`src/drive_stop_pkg.sv`:
```
// ----------------------------------------
// Shared constants for the stop-action block
// ----------------------------------------
package drive_stop_pkg;

   // Bus geometry
   localparam int ADDR_W = 20;

   // Object indices; a register's byte address is four times its index
   localparam logic [15:0] IDX_QS_RAMP = 16'h604A;
   localparam logic [15:0] IDX_UNIT_SCALE = 16'h604C;
   localparam logic [15:0] IDX_QS_ACTION = 16'h605A;
   localparam logic [15:0] IDX_SD_ACTION = 16'h605B;

   // Byte addresses of the indexed registers
   localparam logic [ADDR_W-1:0] ADDR_QS_SPEED = {2'b00, IDX_QS_RAMP, 2'b00};
   localparam logic [ADDR_W-1:0] ADDR_UNIT_NUM = {2'b00, IDX_UNIT_SCALE, 2'b00};
   localparam logic [ADDR_W-1:0] ADDR_QS_ACTION = {2'b00, IDX_QS_ACTION, 2'b00};
   localparam logic [ADDR_W-1:0] ADDR_SD_ACTION = {2'b00, IDX_SD_ACTION, 2'b00};

   // Byte addresses of the second sub-entries and local registers
   localparam logic [ADDR_W-1:0] ADDR_STATUS = 20'h00004;
   localparam logic [ADDR_W-1:0] ADDR_QS_TIME = 20'h00008;
   localparam logic [ADDR_W-1:0] ADDR_UNIT_DEN = 20'h0000C;
   localparam logic [ADDR_W-1:0] ADDR_SLOW_SPEED = 20'h00010;
   localparam logic [ADDR_W-1:0] ADDR_SLOW_TIME = 20'h00014;
   localparam logic [ADDR_W-1:0] ADDR_SPEED_IN = 20'h00018;
   localparam logic [ADDR_W-1:0] ADDR_RPM = 20'h0001C;

   // Reset values
   localparam logic [31:0] RST_QS_SPEED = 32'h00001388;
   localparam logic [15:0] RST_QS_TIME = 16'h0001;
   localparam logic [31:0] RST_UNIT_NUM = 32'h00000001;
   localparam logic [31:0] RST_UNIT_DEN = 32'h00000001;
   localparam logic [15:0] RST_QS_ACTION = 16'h0002;
   localparam logic [15:0] RST_SD_ACTION = 16'h0001;
   localparam logic [31:0] RST_SLOW_SPEED = 32'h000001F4;
   localparam logic [15:0] RST_SLOW_TIME = 16'h0001;

   // Quick-stop action codes
   localparam logic [15:0] QS_IMMEDIATE = 16'h0000;
   localparam logic [15:0] QS_SLOW = 16'h0001;
   localparam logic [15:0] QS_QUICK = 16'h0002;
   localparam logic [15:0] QS_SLOW_HOLD = 16'h0005;
   localparam logic [15:0] QS_QUICK_HOLD = 16'h0006;

   // Shutdown action codes
   localparam logic [15:0] SD_FREE = 16'h0000;
   localparam logic [15:0] SD_SLOW = 16'h0001;

   // Status field positions
   localparam int STAT_STATE_LSB = 0;
   localparam int STAT_BUSY_BIT = 4;

   // Stop sequencer states
   typedef enum logic [2:0] {ST_IDLE, ST_STOP_NOW, ST_BRAKE, ST_HOLD, ST_FREE} stop_state_type;

   // Braking ramp kinds
   typedef enum logic [1:0] {RAMP_NONE, RAMP_SLOW, RAMP_QUICK} ramp_kind_type;

endpackage

```
`src/drive_stop_action_select.sv`:
```
// Implementation choice: the APB interface to the registers.
`timescale 1ns/1ns
// Operation
// - Velocity quick stop uses dedicated ramp
// - Ramp is speed change over time change
// - Speed 32 bit 0x1388, time 16 bit 1
// - Velocity unit from signed numerator/denominator
// - Rpm equals speed times num over den
// - Quick stop entry runs selected code
// - Code 0: immediate stop, switch on disabled
// - Codes 1/2: slow/quick ramp, then disabled
// - Codes 5/6: brake, stay energized in quickstop
// - After 5/6, resume returns to operation
// - Shutdown transition runs shutdown code, default 1
// - Shutdown code 0: drive blocked, motor free
// - Shutdown code 1: slow ramp, then disabled
// - Slow ramp is velocity deceleration pair
module drive_stop_action_select (
   // Clock and reset
   input wire logic pclk,
   input wire logic presetn,
   // APB slave
   input wire logic psel,
   input wire logic penable,
   input wire logic pwrite,
   input wire logic [drive_stop_pkg::ADDR_W-1:0] paddr,
   input wire logic [31:0] pwdata,
   output logic pready,
   output logic [31:0] prdata,
   output logic pslverr,
   // Power state machine events
   input wire logic velocity_mode,
   input wire logic quickstop_enter,
   input wire logic shutdown_enter,
   input wire logic standstill,
   input wire logic resume_cmd,
   // Braking control
   output logic stop_now,
   output logic brake_active,
   output logic hold_energized,
   output logic drive_blocked,
   output logic to_switch_on_disabled,
   output drive_stop_pkg::ramp_kind_type ramp_kind,
   output logic [31:0] ramp_speed_step,
   output logic [15:0] ramp_time_step,
   // Speed conversion
   output logic [31:0] rpm_value,
   output logic rpm_valid
);
   import drive_stop_pkg::*;

   // ----------------------------------------
   // Declarations
   // ----------------------------------------
   logic [31:0] qs_speed_step, next_qs_speed_step; // Quick-stop speed change
   logic [15:0] qs_time_step, next_qs_time_step; // Quick-stop time change
   logic [31:0] unit_num, next_unit_num; // Unit numerator
   logic [31:0] unit_den, next_unit_den; // Unit denominator
   logic [15:0] qs_action, next_qs_action; // Quick-stop action code
   logic [15:0] sd_action, next_sd_action; // Shutdown action code
   logic [31:0] slow_speed_step, next_slow_speed_step; // Slow-down speed change
   logic [15:0] slow_time_step, next_slow_time_step; // Slow-down time change
   logic [31:0] speed_in, next_speed_in; // Speed to convert
   logic next_pready; // Next ready
   logic [31:0] next_prdata; // Next read data
   logic next_pslverr; // Next error
   logic setup; // Setup phase of a transfer
   logic wr_ok; // Accepted write at this edge
   logic conv_start; // Start a conversion
   logic conv_busy; // Conversion running
   stop_state_type state, next_state; // Stop sequencer
   logic hold_after, next_hold_after; // Stay in quick stop after braking
   ramp_kind_type next_ramp_kind; // Next ramp kind
   logic next_stop_now; // Next immediate stop
   logic next_brake_active; // Next braking
   logic next_hold_energized; // Next hold
   logic next_drive_blocked; // Next drive blocked
   logic next_to_sod; // Next switch-on-disabled pulse

   // Known quick-stop codes
   function automatic logic qs_code_ok(input logic [15:0] code);
      return code == QS_IMMEDIATE || code == QS_SLOW || code == QS_QUICK
         || code == QS_SLOW_HOLD || code == QS_QUICK_HOLD;
   endfunction

   // Known shutdown codes
   function automatic logic sd_code_ok(input logic [15:0] code);
      return code == SD_FREE || code == SD_SLOW;
   endfunction

   // ----------------------------------------
   // Register file
   // ----------------------------------------
   assign setup = psel && !penable;
   assign wr_ok = psel && penable && pready && pwrite && !pslverr;

   // Decode in setup, answer in the first access cycle, write at its end
   always_comb begin
      next_qs_speed_step = qs_speed_step;
      next_qs_time_step = qs_time_step;
      next_unit_num = unit_num;
      next_unit_den = unit_den;
      next_qs_action = qs_action;
      next_sd_action = sd_action;
      next_slow_speed_step = slow_speed_step;
      next_slow_time_step = slow_time_step;
      next_speed_in = speed_in;
      next_pready = setup;
      next_prdata = prdata;
      next_pslverr = pslverr;
      conv_start = 1'b0;
      if (setup) begin
         next_prdata = 32'h00000000;
         next_pslverr = 1'b0;
         case (paddr)
            ADDR_QS_SPEED: next_prdata = qs_speed_step;
            ADDR_QS_TIME: next_prdata = {16'h0000, qs_time_step};
            ADDR_UNIT_NUM: next_prdata = unit_num;
            ADDR_UNIT_DEN: begin
               next_prdata = unit_den;
               if (pwrite && pwdata == 32'h00000000) begin
                  next_pslverr = 1'b1;
               end
            end
            ADDR_QS_ACTION: begin
               next_prdata = {16'h0000, qs_action};
               if (pwrite && !qs_code_ok(pwdata[15:0])) begin
                  next_pslverr = 1'b1;
               end
            end
            ADDR_SD_ACTION: begin
               next_prdata = {16'h0000, sd_action};
               if (pwrite && !sd_code_ok(pwdata[15:0])) begin
                  next_pslverr = 1'b1;
               end
            end
            ADDR_SLOW_SPEED: next_prdata = slow_speed_step;
            ADDR_SLOW_TIME: next_prdata = {16'h0000, slow_time_step};
            ADDR_SPEED_IN: begin
               next_prdata = speed_in;
               next_pslverr = pwrite && conv_busy;
            end
            ADDR_RPM: begin
               next_prdata = rpm_value;
               next_pslverr = pwrite;
            end
            ADDR_STATUS: begin
               next_prdata[STAT_STATE_LSB +: 3] = 3'(state);
               next_prdata[STAT_BUSY_BIT] = conv_busy;
               next_pslverr = pwrite;
            end
            default: next_pslverr = 1'b1;
         endcase
      end
      if (wr_ok) begin
         case (paddr)
            ADDR_QS_SPEED: next_qs_speed_step = pwdata;
            ADDR_QS_TIME: next_qs_time_step = pwdata[15:0];
            ADDR_UNIT_NUM: next_unit_num = pwdata;
            ADDR_UNIT_DEN: next_unit_den = pwdata;
            ADDR_QS_ACTION: next_qs_action = pwdata[15:0];
            ADDR_SD_ACTION: next_sd_action = pwdata[15:0];
            ADDR_SLOW_SPEED: next_slow_speed_step = pwdata;
            ADDR_SLOW_TIME: next_slow_time_step = pwdata[15:0];
            ADDR_SPEED_IN: begin
               next_speed_in = pwdata;
               conv_start = 1'b1;
            end
            default: next_speed_in = speed_in;
         endcase
      end
   end

   // Register file flops
   always_ff @(posedge pclk or negedge presetn) begin
      if (!presetn) begin
         qs_speed_step <= RST_QS_SPEED;
         qs_time_step <= RST_QS_TIME;
         unit_num <= RST_UNIT_NUM;
         unit_den <= RST_UNIT_DEN;
         qs_action <= RST_QS_ACTION;
         sd_action <= RST_SD_ACTION;
         slow_speed_step <= RST_SLOW_SPEED;
         slow_time_step <= RST_SLOW_TIME;
         speed_in <= 32'h00000000;
         pready <= 1'b0;
         prdata <= 32'h00000000;
         pslverr <= 1'b0;
      end else begin
         qs_speed_step <= next_qs_speed_step;
         qs_time_step <= next_qs_time_step;
         unit_num <= next_unit_num;
         unit_den <= next_unit_den;
         qs_action <= next_qs_action;
         sd_action <= next_sd_action;
         slow_speed_step <= next_slow_speed_step;
         slow_time_step <= next_slow_time_step;
         speed_in <= next_speed_in;
         pready <= next_pready;
         prdata <= next_prdata;
         pslverr <= next_pslverr;
      end
   end

   // ----------------------------------------
   // Stop sequencer
   // ----------------------------------------
   // Quick stop wins over shutdown when both arrive together
   always_comb begin
      next_state = state;
      next_hold_after = hold_after;
      next_ramp_kind = ramp_kind;
      next_to_sod = 1'b0;
      case (state)
         ST_IDLE: begin
            if (quickstop_enter) begin
               case (qs_action)
                  QS_IMMEDIATE: begin
                     next_state = ST_STOP_NOW;
                     next_ramp_kind = RAMP_NONE;
                  end
                  QS_SLOW, QS_SLOW_HOLD: begin
                     next_state = ST_BRAKE;
                     next_ramp_kind = RAMP_SLOW;
                     next_hold_after = (qs_action == QS_SLOW_HOLD);
                  end
                  default: begin
                     next_state = ST_BRAKE;
                     next_ramp_kind = RAMP_QUICK;
                     next_hold_after = (qs_action == QS_QUICK_HOLD);
                  end
               endcase
            end else if (shutdown_enter) begin
               if (sd_action == SD_FREE) begin
                  next_state = ST_FREE;
                  next_ramp_kind = RAMP_NONE;
               end else begin
                  next_state = ST_BRAKE;
                  next_ramp_kind = RAMP_SLOW;
                  next_hold_after = 1'b0;
               end
            end
         end
         ST_STOP_NOW: begin
            next_state = ST_IDLE;
            next_to_sod = 1'b1;
         end
         ST_BRAKE: begin
            if (standstill) begin
               next_ramp_kind = RAMP_NONE;
               if (hold_after) begin
                  next_state = ST_HOLD;
               end else begin
                  next_state = ST_IDLE;
                  next_to_sod = 1'b1;
               end
            end
         end
         ST_HOLD: begin
            if (resume_cmd) begin
               next_state = ST_IDLE;
               next_hold_after = 1'b0;
            end
         end
         ST_FREE: begin
            if (resume_cmd) begin
               next_state = ST_IDLE;
            end
         end
         default: next_state = ST_IDLE;
      endcase
      next_stop_now = (next_state == ST_STOP_NOW);
      next_brake_active = (next_state == ST_BRAKE);
      next_hold_energized = (next_state == ST_HOLD);
      next_drive_blocked = (next_state == ST_FREE);
   end

   // Sequencer flops
   always_ff @(posedge pclk or negedge presetn) begin
      if (!presetn) begin
         state <= ST_IDLE;
         hold_after <= 1'b0;
         ramp_kind <= RAMP_NONE;
         stop_now <= 1'b0;
         brake_active <= 1'b0;
         hold_energized <= 1'b0;
         drive_blocked <= 1'b0;
         to_switch_on_disabled <= 1'b0;
      end else begin
         state <= next_state;
         hold_after <= next_hold_after;
         ramp_kind <= next_ramp_kind;
         stop_now <= next_stop_now;
         brake_active <= next_brake_active;
         hold_energized <= next_hold_energized;
         drive_blocked <= next_drive_blocked;
         to_switch_on_disabled <= next_to_sod;
      end
   end

   // ----------------------------------------
   // Ramp and speed conversion
   // ----------------------------------------
   ramp_pick #(.SPEED_W(32), .TIME_W(16)) u_ramp (
      .pclk(pclk),
      .presetn(presetn),
      .velocity_mode(velocity_mode),
      .kind(ramp_kind),
      .quick_speed(qs_speed_step),
      .quick_time(qs_time_step),
      .slow_speed(slow_speed_step),
      .slow_time(slow_time_step),
      .speed_step(ramp_speed_step),
      .time_step(ramp_time_step)
   );

   speed_to_rpm #(.W(32)) u_rpm (
      .pclk(pclk),
      .presetn(presetn),
      .start(conv_start),
      // The start edge also stores the word, so hand over the word itself
      .speed(next_speed_in),
      .num(unit_num),
      .den(unit_den),
      .busy(conv_busy),
      .rpm(rpm_value),
      .done(rpm_valid)
   );
endmodule

```
`src/ramp_pick.sv`:
```
`timescale 1ns/1ns
// ----------------------------------------
// Velocity-mode braking ramp selection
// ----------------------------------------
module ramp_pick #(
   parameter int SPEED_W = 32,
   parameter int TIME_W = 16
) (
   // Clock and reset
   input wire logic pclk,
   input wire logic presetn,
   // Selection
   input wire logic velocity_mode,
   input wire drive_stop_pkg::ramp_kind_type kind,
   // Ramp parameter sets
   input wire logic [SPEED_W-1:0] quick_speed,
   input wire logic [TIME_W-1:0] quick_time,
   input wire logic [SPEED_W-1:0] slow_speed,
   input wire logic [TIME_W-1:0] slow_time,
   // Chosen ramp
   output logic [SPEED_W-1:0] speed_step,
   output logic [TIME_W-1:0] time_step
);
   import drive_stop_pkg::*;

   initial begin
      if (SPEED_W < 1 || TIME_W < 1) $error("ramp_pick: widths must be positive");
   end

   logic [SPEED_W-1:0] next_speed_step; // Next speed change
   logic [TIME_W-1:0] next_time_step; // Next time change

   // Velocity mode takes its own ramp pair; other modes see zero here
   always_comb begin
      next_speed_step = '0;
      next_time_step = '0;
      if (velocity_mode && kind == RAMP_QUICK) begin
         next_speed_step = quick_speed;
         next_time_step = quick_time;
      end else if (velocity_mode && kind == RAMP_SLOW) begin
         next_speed_step = slow_speed;
         next_time_step = slow_time;
      end
   end

   // Register the chosen pair
   always_ff @(posedge pclk or negedge presetn) begin
      if (!presetn) begin
         speed_step <= '0;
         time_step <= '0;
      end else begin
         speed_step <= next_speed_step;
         time_step <= next_time_step;
      end
   end
endmodule

```
`src/speed_to_rpm.sv`:
```
`timescale 1ns/1ns
// ----------------------------------------
// Speed scaling: speed * numerator / denominator
// ----------------------------------------
module speed_to_rpm #(
   parameter int W = 32
) (
   // Clock and reset
   input wire logic pclk,
   input wire logic presetn,
   // Request
   input wire logic start,
   input wire logic [W-1:0] speed,
   input wire logic [W-1:0] num,
   input wire logic [W-1:0] den,
   // Result
   output logic busy,
   output logic [W-1:0] rpm,
   output logic done
);
   initial begin
      if (W < 2 || W > 32) $error("speed_to_rpm: W out of range");
   end

   logic [W:0] rem, next_rem; // Partial remainder
   logic [2*W-1:0] quo, next_quo; // Dividend shifting into quotient
   logic [W-1:0] div, next_div; // Divisor magnitude
   logic neg, next_neg; // Result sign
   logic [6:0] cnt, next_cnt; // Steps left
   logic next_busy; // Next busy
   logic [W-1:0] next_rpm; // Next result
   logic next_done; // Next done pulse
   logic signed [2*W-1:0] prod; // Signed product
   logic [W:0] shifted; // Remainder after shift

   // Multiply once, then restoring division one bit per cycle
   always_comb begin
      prod = $signed(speed) * $signed(num);
      shifted = {rem[W-1:0], quo[2*W-1]};
      next_rem = rem;
      next_quo = quo;
      next_div = div;
      next_neg = neg;
      next_cnt = cnt;
      next_busy = busy;
      next_rpm = rpm;
      next_done = 1'b0;
      if (start && !busy) begin
         next_quo = prod[2*W-1] ? -prod : prod;
         next_div = den[W-1] ? -den : den;
         next_neg = prod[2*W-1] ^ den[W-1];
         next_rem = '0;
         next_cnt = 7'(2 * W);
         next_busy = 1'b1;
      end else if (busy) begin
         next_quo = {quo[2*W-2:0], 1'b0};
         next_rem = shifted;
         if (shifted >= {1'b0, div}) begin
            next_rem = shifted - {1'b0, div};
            next_quo[0] = 1'b1;
         end
         next_cnt = cnt - 7'd1;
         if (cnt == 7'd1) begin
            next_busy = 1'b0;
            next_done = 1'b1;
            next_rpm = neg ? -next_quo[W-1:0] : next_quo[W-1:0];
         end
      end
   end

   // Register the divider state
   always_ff @(posedge pclk or negedge presetn) begin
      if (!presetn) begin
         rem <= '0;
         quo <= '0;
         div <= '0;
         neg <= 1'b0;
         cnt <= 7'h00;
         busy <= 1'b0;
         rpm <= '0;
         done <= 1'b0;
      end else begin
         rem <= next_rem;
         quo <= next_quo;
         div <= next_div;
         neg <= next_neg;
         cnt <= next_cnt;
         busy <= next_busy;
         rpm <= next_rpm;
         done <= next_done;
      end
   end
endmodule
```
`config.mk`:
```
export PLATFORM = sky130hd
export DESIGN_NAME = drive_stop_action_select
export DESIGN_NICKNAME = d
export VERILOG_FILES = /design/src/drive_stop_pkg.sv /design/src/drive_stop_action_select.sv /design/src/ramp_pick.sv /design/src/speed_to_rpm.sv
export SDC_FILE = /design/constraint.sdc
export NUM_CORES = 2
export LEC_CHECK = 0
export BUFFER_PORTS_ARGS = -buffer_cell sky130_fd_sc_hd__clkbuf_2
export CORE_MARGIN = 10
export CORE_UTILIZATION = 59
export DETAILED_ROUTE_END_ITERATION = 8
export PLACE_DENSITY = 0.79
export SKIP_CTS_REPAIR_TIMING = 1
export SYNTH_ARGS = -nofsm -noshare
export SYNTH_HDL_FRONTEND = slang
export SYNTH_SLANG_ARGS = --single-unit
```
`constraint.sdc`:
```
create_clock -name pclk -period 10.26 [get_ports pclk]
set_clock_uncertainty 0.1 [all_clocks]
set_input_delay 1.539 -clock pclk [delete_from_list [all_inputs] [get_ports pclk]]
set_output_delay 1.539 -clock pclk [all_outputs]
set_load 0.005 [all_outputs]
```
==> metrics.yaml <==
status: "finished, violations left"
violations: "setup timing"
io_pins: 184
drive_gt1_share_pct: 24.3
clockBufferDepth: 3
synthToLayoutAreaGrowth_pct: 20.4
ys_top_cells_by_area: "fa_1 (35%), dfrtp_1 (19%), inv_1 (6.0%)"
ctsHtreeMaxLevel: 2
ir_drop_mv: 0.140
crit_fanout: 6
drtIter0Drc: 4717
worstSetupPathType: "in -> reg"
maxCapViolations: 0
hold_path.class: "reg -> reg"
cts_tree: "done"
fin_ws_ns: -0.439
worst_slew_pin_slew_ns: 1.30
vias: 52400
r2r_cells: 35
die_y_um: 344
grt_remaining_overflow: 0
hp-start: "u_rpm.div[31]"
ys_seq_area_share_pct: 19.7
synth_cells: 6527
postLayoutCoreUtil_pct: 71.9
cpPeakStageDelay_ns: 0.56
min_period_ns: 10.70
routabilityCongestion: 1.04
multi_input_area_um2: 46900
clk_pin_slew_ns: 0.06
cts-root-buf: "clkbuf_16"
crit_path_end_kind: "flop"
min_period_over_period_pct: 104
layout_common_cells: "fa_1 (1029), inv_1 (971), nand2_1 (816)"
routed_via_density: 6.09
slew_violations: 0
ys.warnings.count: 0
hold_end: "u_rpm.div[31]"
fmax_mhz: 93.5
slowest_stage: "fa_1"
ys_ff_latch: 487
grt_max_degree: 157
drt_first_pass_iters: 8
antenna_found_initial: 9
final_common_cell: "fa_1"
synth-edff-count: 0
io_buffer_count: 183
wl_per_cell_um: 24.0
wl_um: 206000
dieArea_um2: 119000
fillCellCount: 7123
synth.distinct_cells: 87
setup_viol_count_final: 64
dpl.hpwl_um: 157000
relSlewSlack_pct: 13.4
synth_top_area_share_pct: 34.9
groute.usage.overall_pct: 32.9
start_util_pct: 59.7
dieWidth_um: 344
synthArstFlopShare_pct: 100
cts_inserted_buffers: 49
worst_r2r_endpoint: "u_rpm.quo[44]"
grt_pass1_wl_um: 304000
p_leak_nw: 36.0
synth_nets: 7893
cp.required_ns: 10.68
crit_arrival_ns: 11.12
critPathLaunchType: "input pin"
worstHoldPathCells: 2
rsz0062_at_grt: "true"
cts_sinks: 487
hold_viol_final: 0
clock_latency_ns: 0.66
synth_flop_cell: "dfrtp_1"
syn-cell-area_um2: 62100
avgSynthCellArea_um2: 9.51
rows: 118
power_density_nw_per_um2: 54.3
final_net_count: 8541
fin_total_pwr_mw: 4.06
synth_area_leader_cell: "fa_1"
postRouteAntennaNets: 0
grt_pass1_vias: 54200
regArea_um2: 12200
reg2reg_setup_slack_ns: 0.37
rr_startpoint: "pslverr"
cp_common_cell: "fa_1"
drc: 0
core_um2: 104000
[flip-flops by register name, summed over array words and instances (netlist names), 32 cells and up]
name and count:
u_rpm.quo 64, prdata 32, qs_speed_step 32, slow_speed_step 32, speed_in 32, u_ramp.speed_step 32, u_rpm.div 32, u_rpm.rem 32
u_rpm.rpm 32, unit_den 32, unit_num 32
[worst max path at each step]
stage                         start            end  slack, ns  cells past startpoint
after floorplan           paddr[13]  u_rpm.quo[62]      -0.42                     32
after global placement    paddr[13]  u_rpm.quo[53]      -0.97                     38
after detailed placement  paddr[17]  u_rpm.quo[62]      -1.11                     37
after CTS                 paddr[17]  u_rpm.quo[62]      -0.49                     36
after global routing      paddr[13]  u_rpm.quo[44]      -0.68                     38
final                     paddr[13]  u_rpm.quo[44]      -0.44                     38
[stage by stage]
stage | cells | TNS, ns | hold WS [ns] | worst slack, ns | area [um^2]
after global placement | 8370 | -49.43 | 0.362 | -0.972 | 69600
after detailed placement | 8370 | -60.60 | 0.370 | -1.11 | 69600
after global routing | 8596 | -31.15 | 0.400 | -0.681 | 74700
final | 8601 | -15.48 | 0.382 | -0.439 | 74700
after CTS | 8462 | -19.41 | 0.384 | -0.491 | 71300
after floorplan | 6527 | -7.05 | 0.339 | -0.423 | 63100
[layer usage]
layer / global-route usage [%] / up-vias / wire length, um
met2: 54.0 / 3001 / 96800
met5: 0 / - / 24
met3: 6.68 / 920 / 20200
li1: - / 22000 / -
met1: 38.1 / 26500 / 70700
met4: 24.3 / 4 / 18600
[Yosys cell counts (13+ instances only)]
master / number
a211oi_1: 30
o41ai_1: 20
dfrtp_1: 470
mux2i_1: 53
a21o_1: 48
o21ai_0: 279
nand4_1: 29
fa_1: 1083
o31ai_1: 47
xnor2_1: 93
a22o_1: 82
or3_1: 37
and3_1: 36
nand2b_1: 26
nor2_1: 210
o21bai_1: 13
or2_2: 23
o21a_1: 19
buf_1: 53
ha_1: 221
and2_1: 527
clkbuf_1: 317
a31oi_1: 54
nor3_1: 63
nand2_1: 899
nor3b_1: 13
nor4_1: 31
inv_1: 1000
a221oi_1: 43
a21oi_1: 135
a22oi_1: 18
mux2_2: 195
dfstp_2: 17
nand3_1: 45
xor2_1: 93
o211ai_1: 13
[layout make-up]
type / instances / share of cell area, %
diodes: 5 / 0.0167
clock inverters: 23 / 0.429
repair buffers: 988 / 11.2
flip-flops and latches: 487 / 16.4
well taps: 1380 / 2.31
multi-input cells: 4647 / 62.8
clock buffers: 69 / 1.81
inverters: 1002 / 5.05
[cells by family after synthesis]
kind of cell | share of synthesized area, %
DFF | 19.7
AOI/OAI and AO/OA | 9.85
adders and majority gates | 39.4
buffers and inverters | 8.51
muxes | 4.39
and+or+nand+nor | 15.6
xor gates and xnor gates | 2.62
[report_power, final]
group / internal (mW) / switching [mW] / leakage [nW]
Combinational: 0.0552 / 0.133 / 29.0
Clock: 1.06 / 0.839 / 0.821
Sequential: 1.94 / 0.0241 / 6.22
[critical path, delay by kind of cell]
kind	cells	cell delay (ns)
adder cells (fa/ha/maj)	9	4.33
AND/OR/NAND/NOR	16	3.54
buffers and inverters	10	1.27
AO/OA/AOI/OAI	3	0.44
No activity file was read; power rests on OpenSTA's default activity.
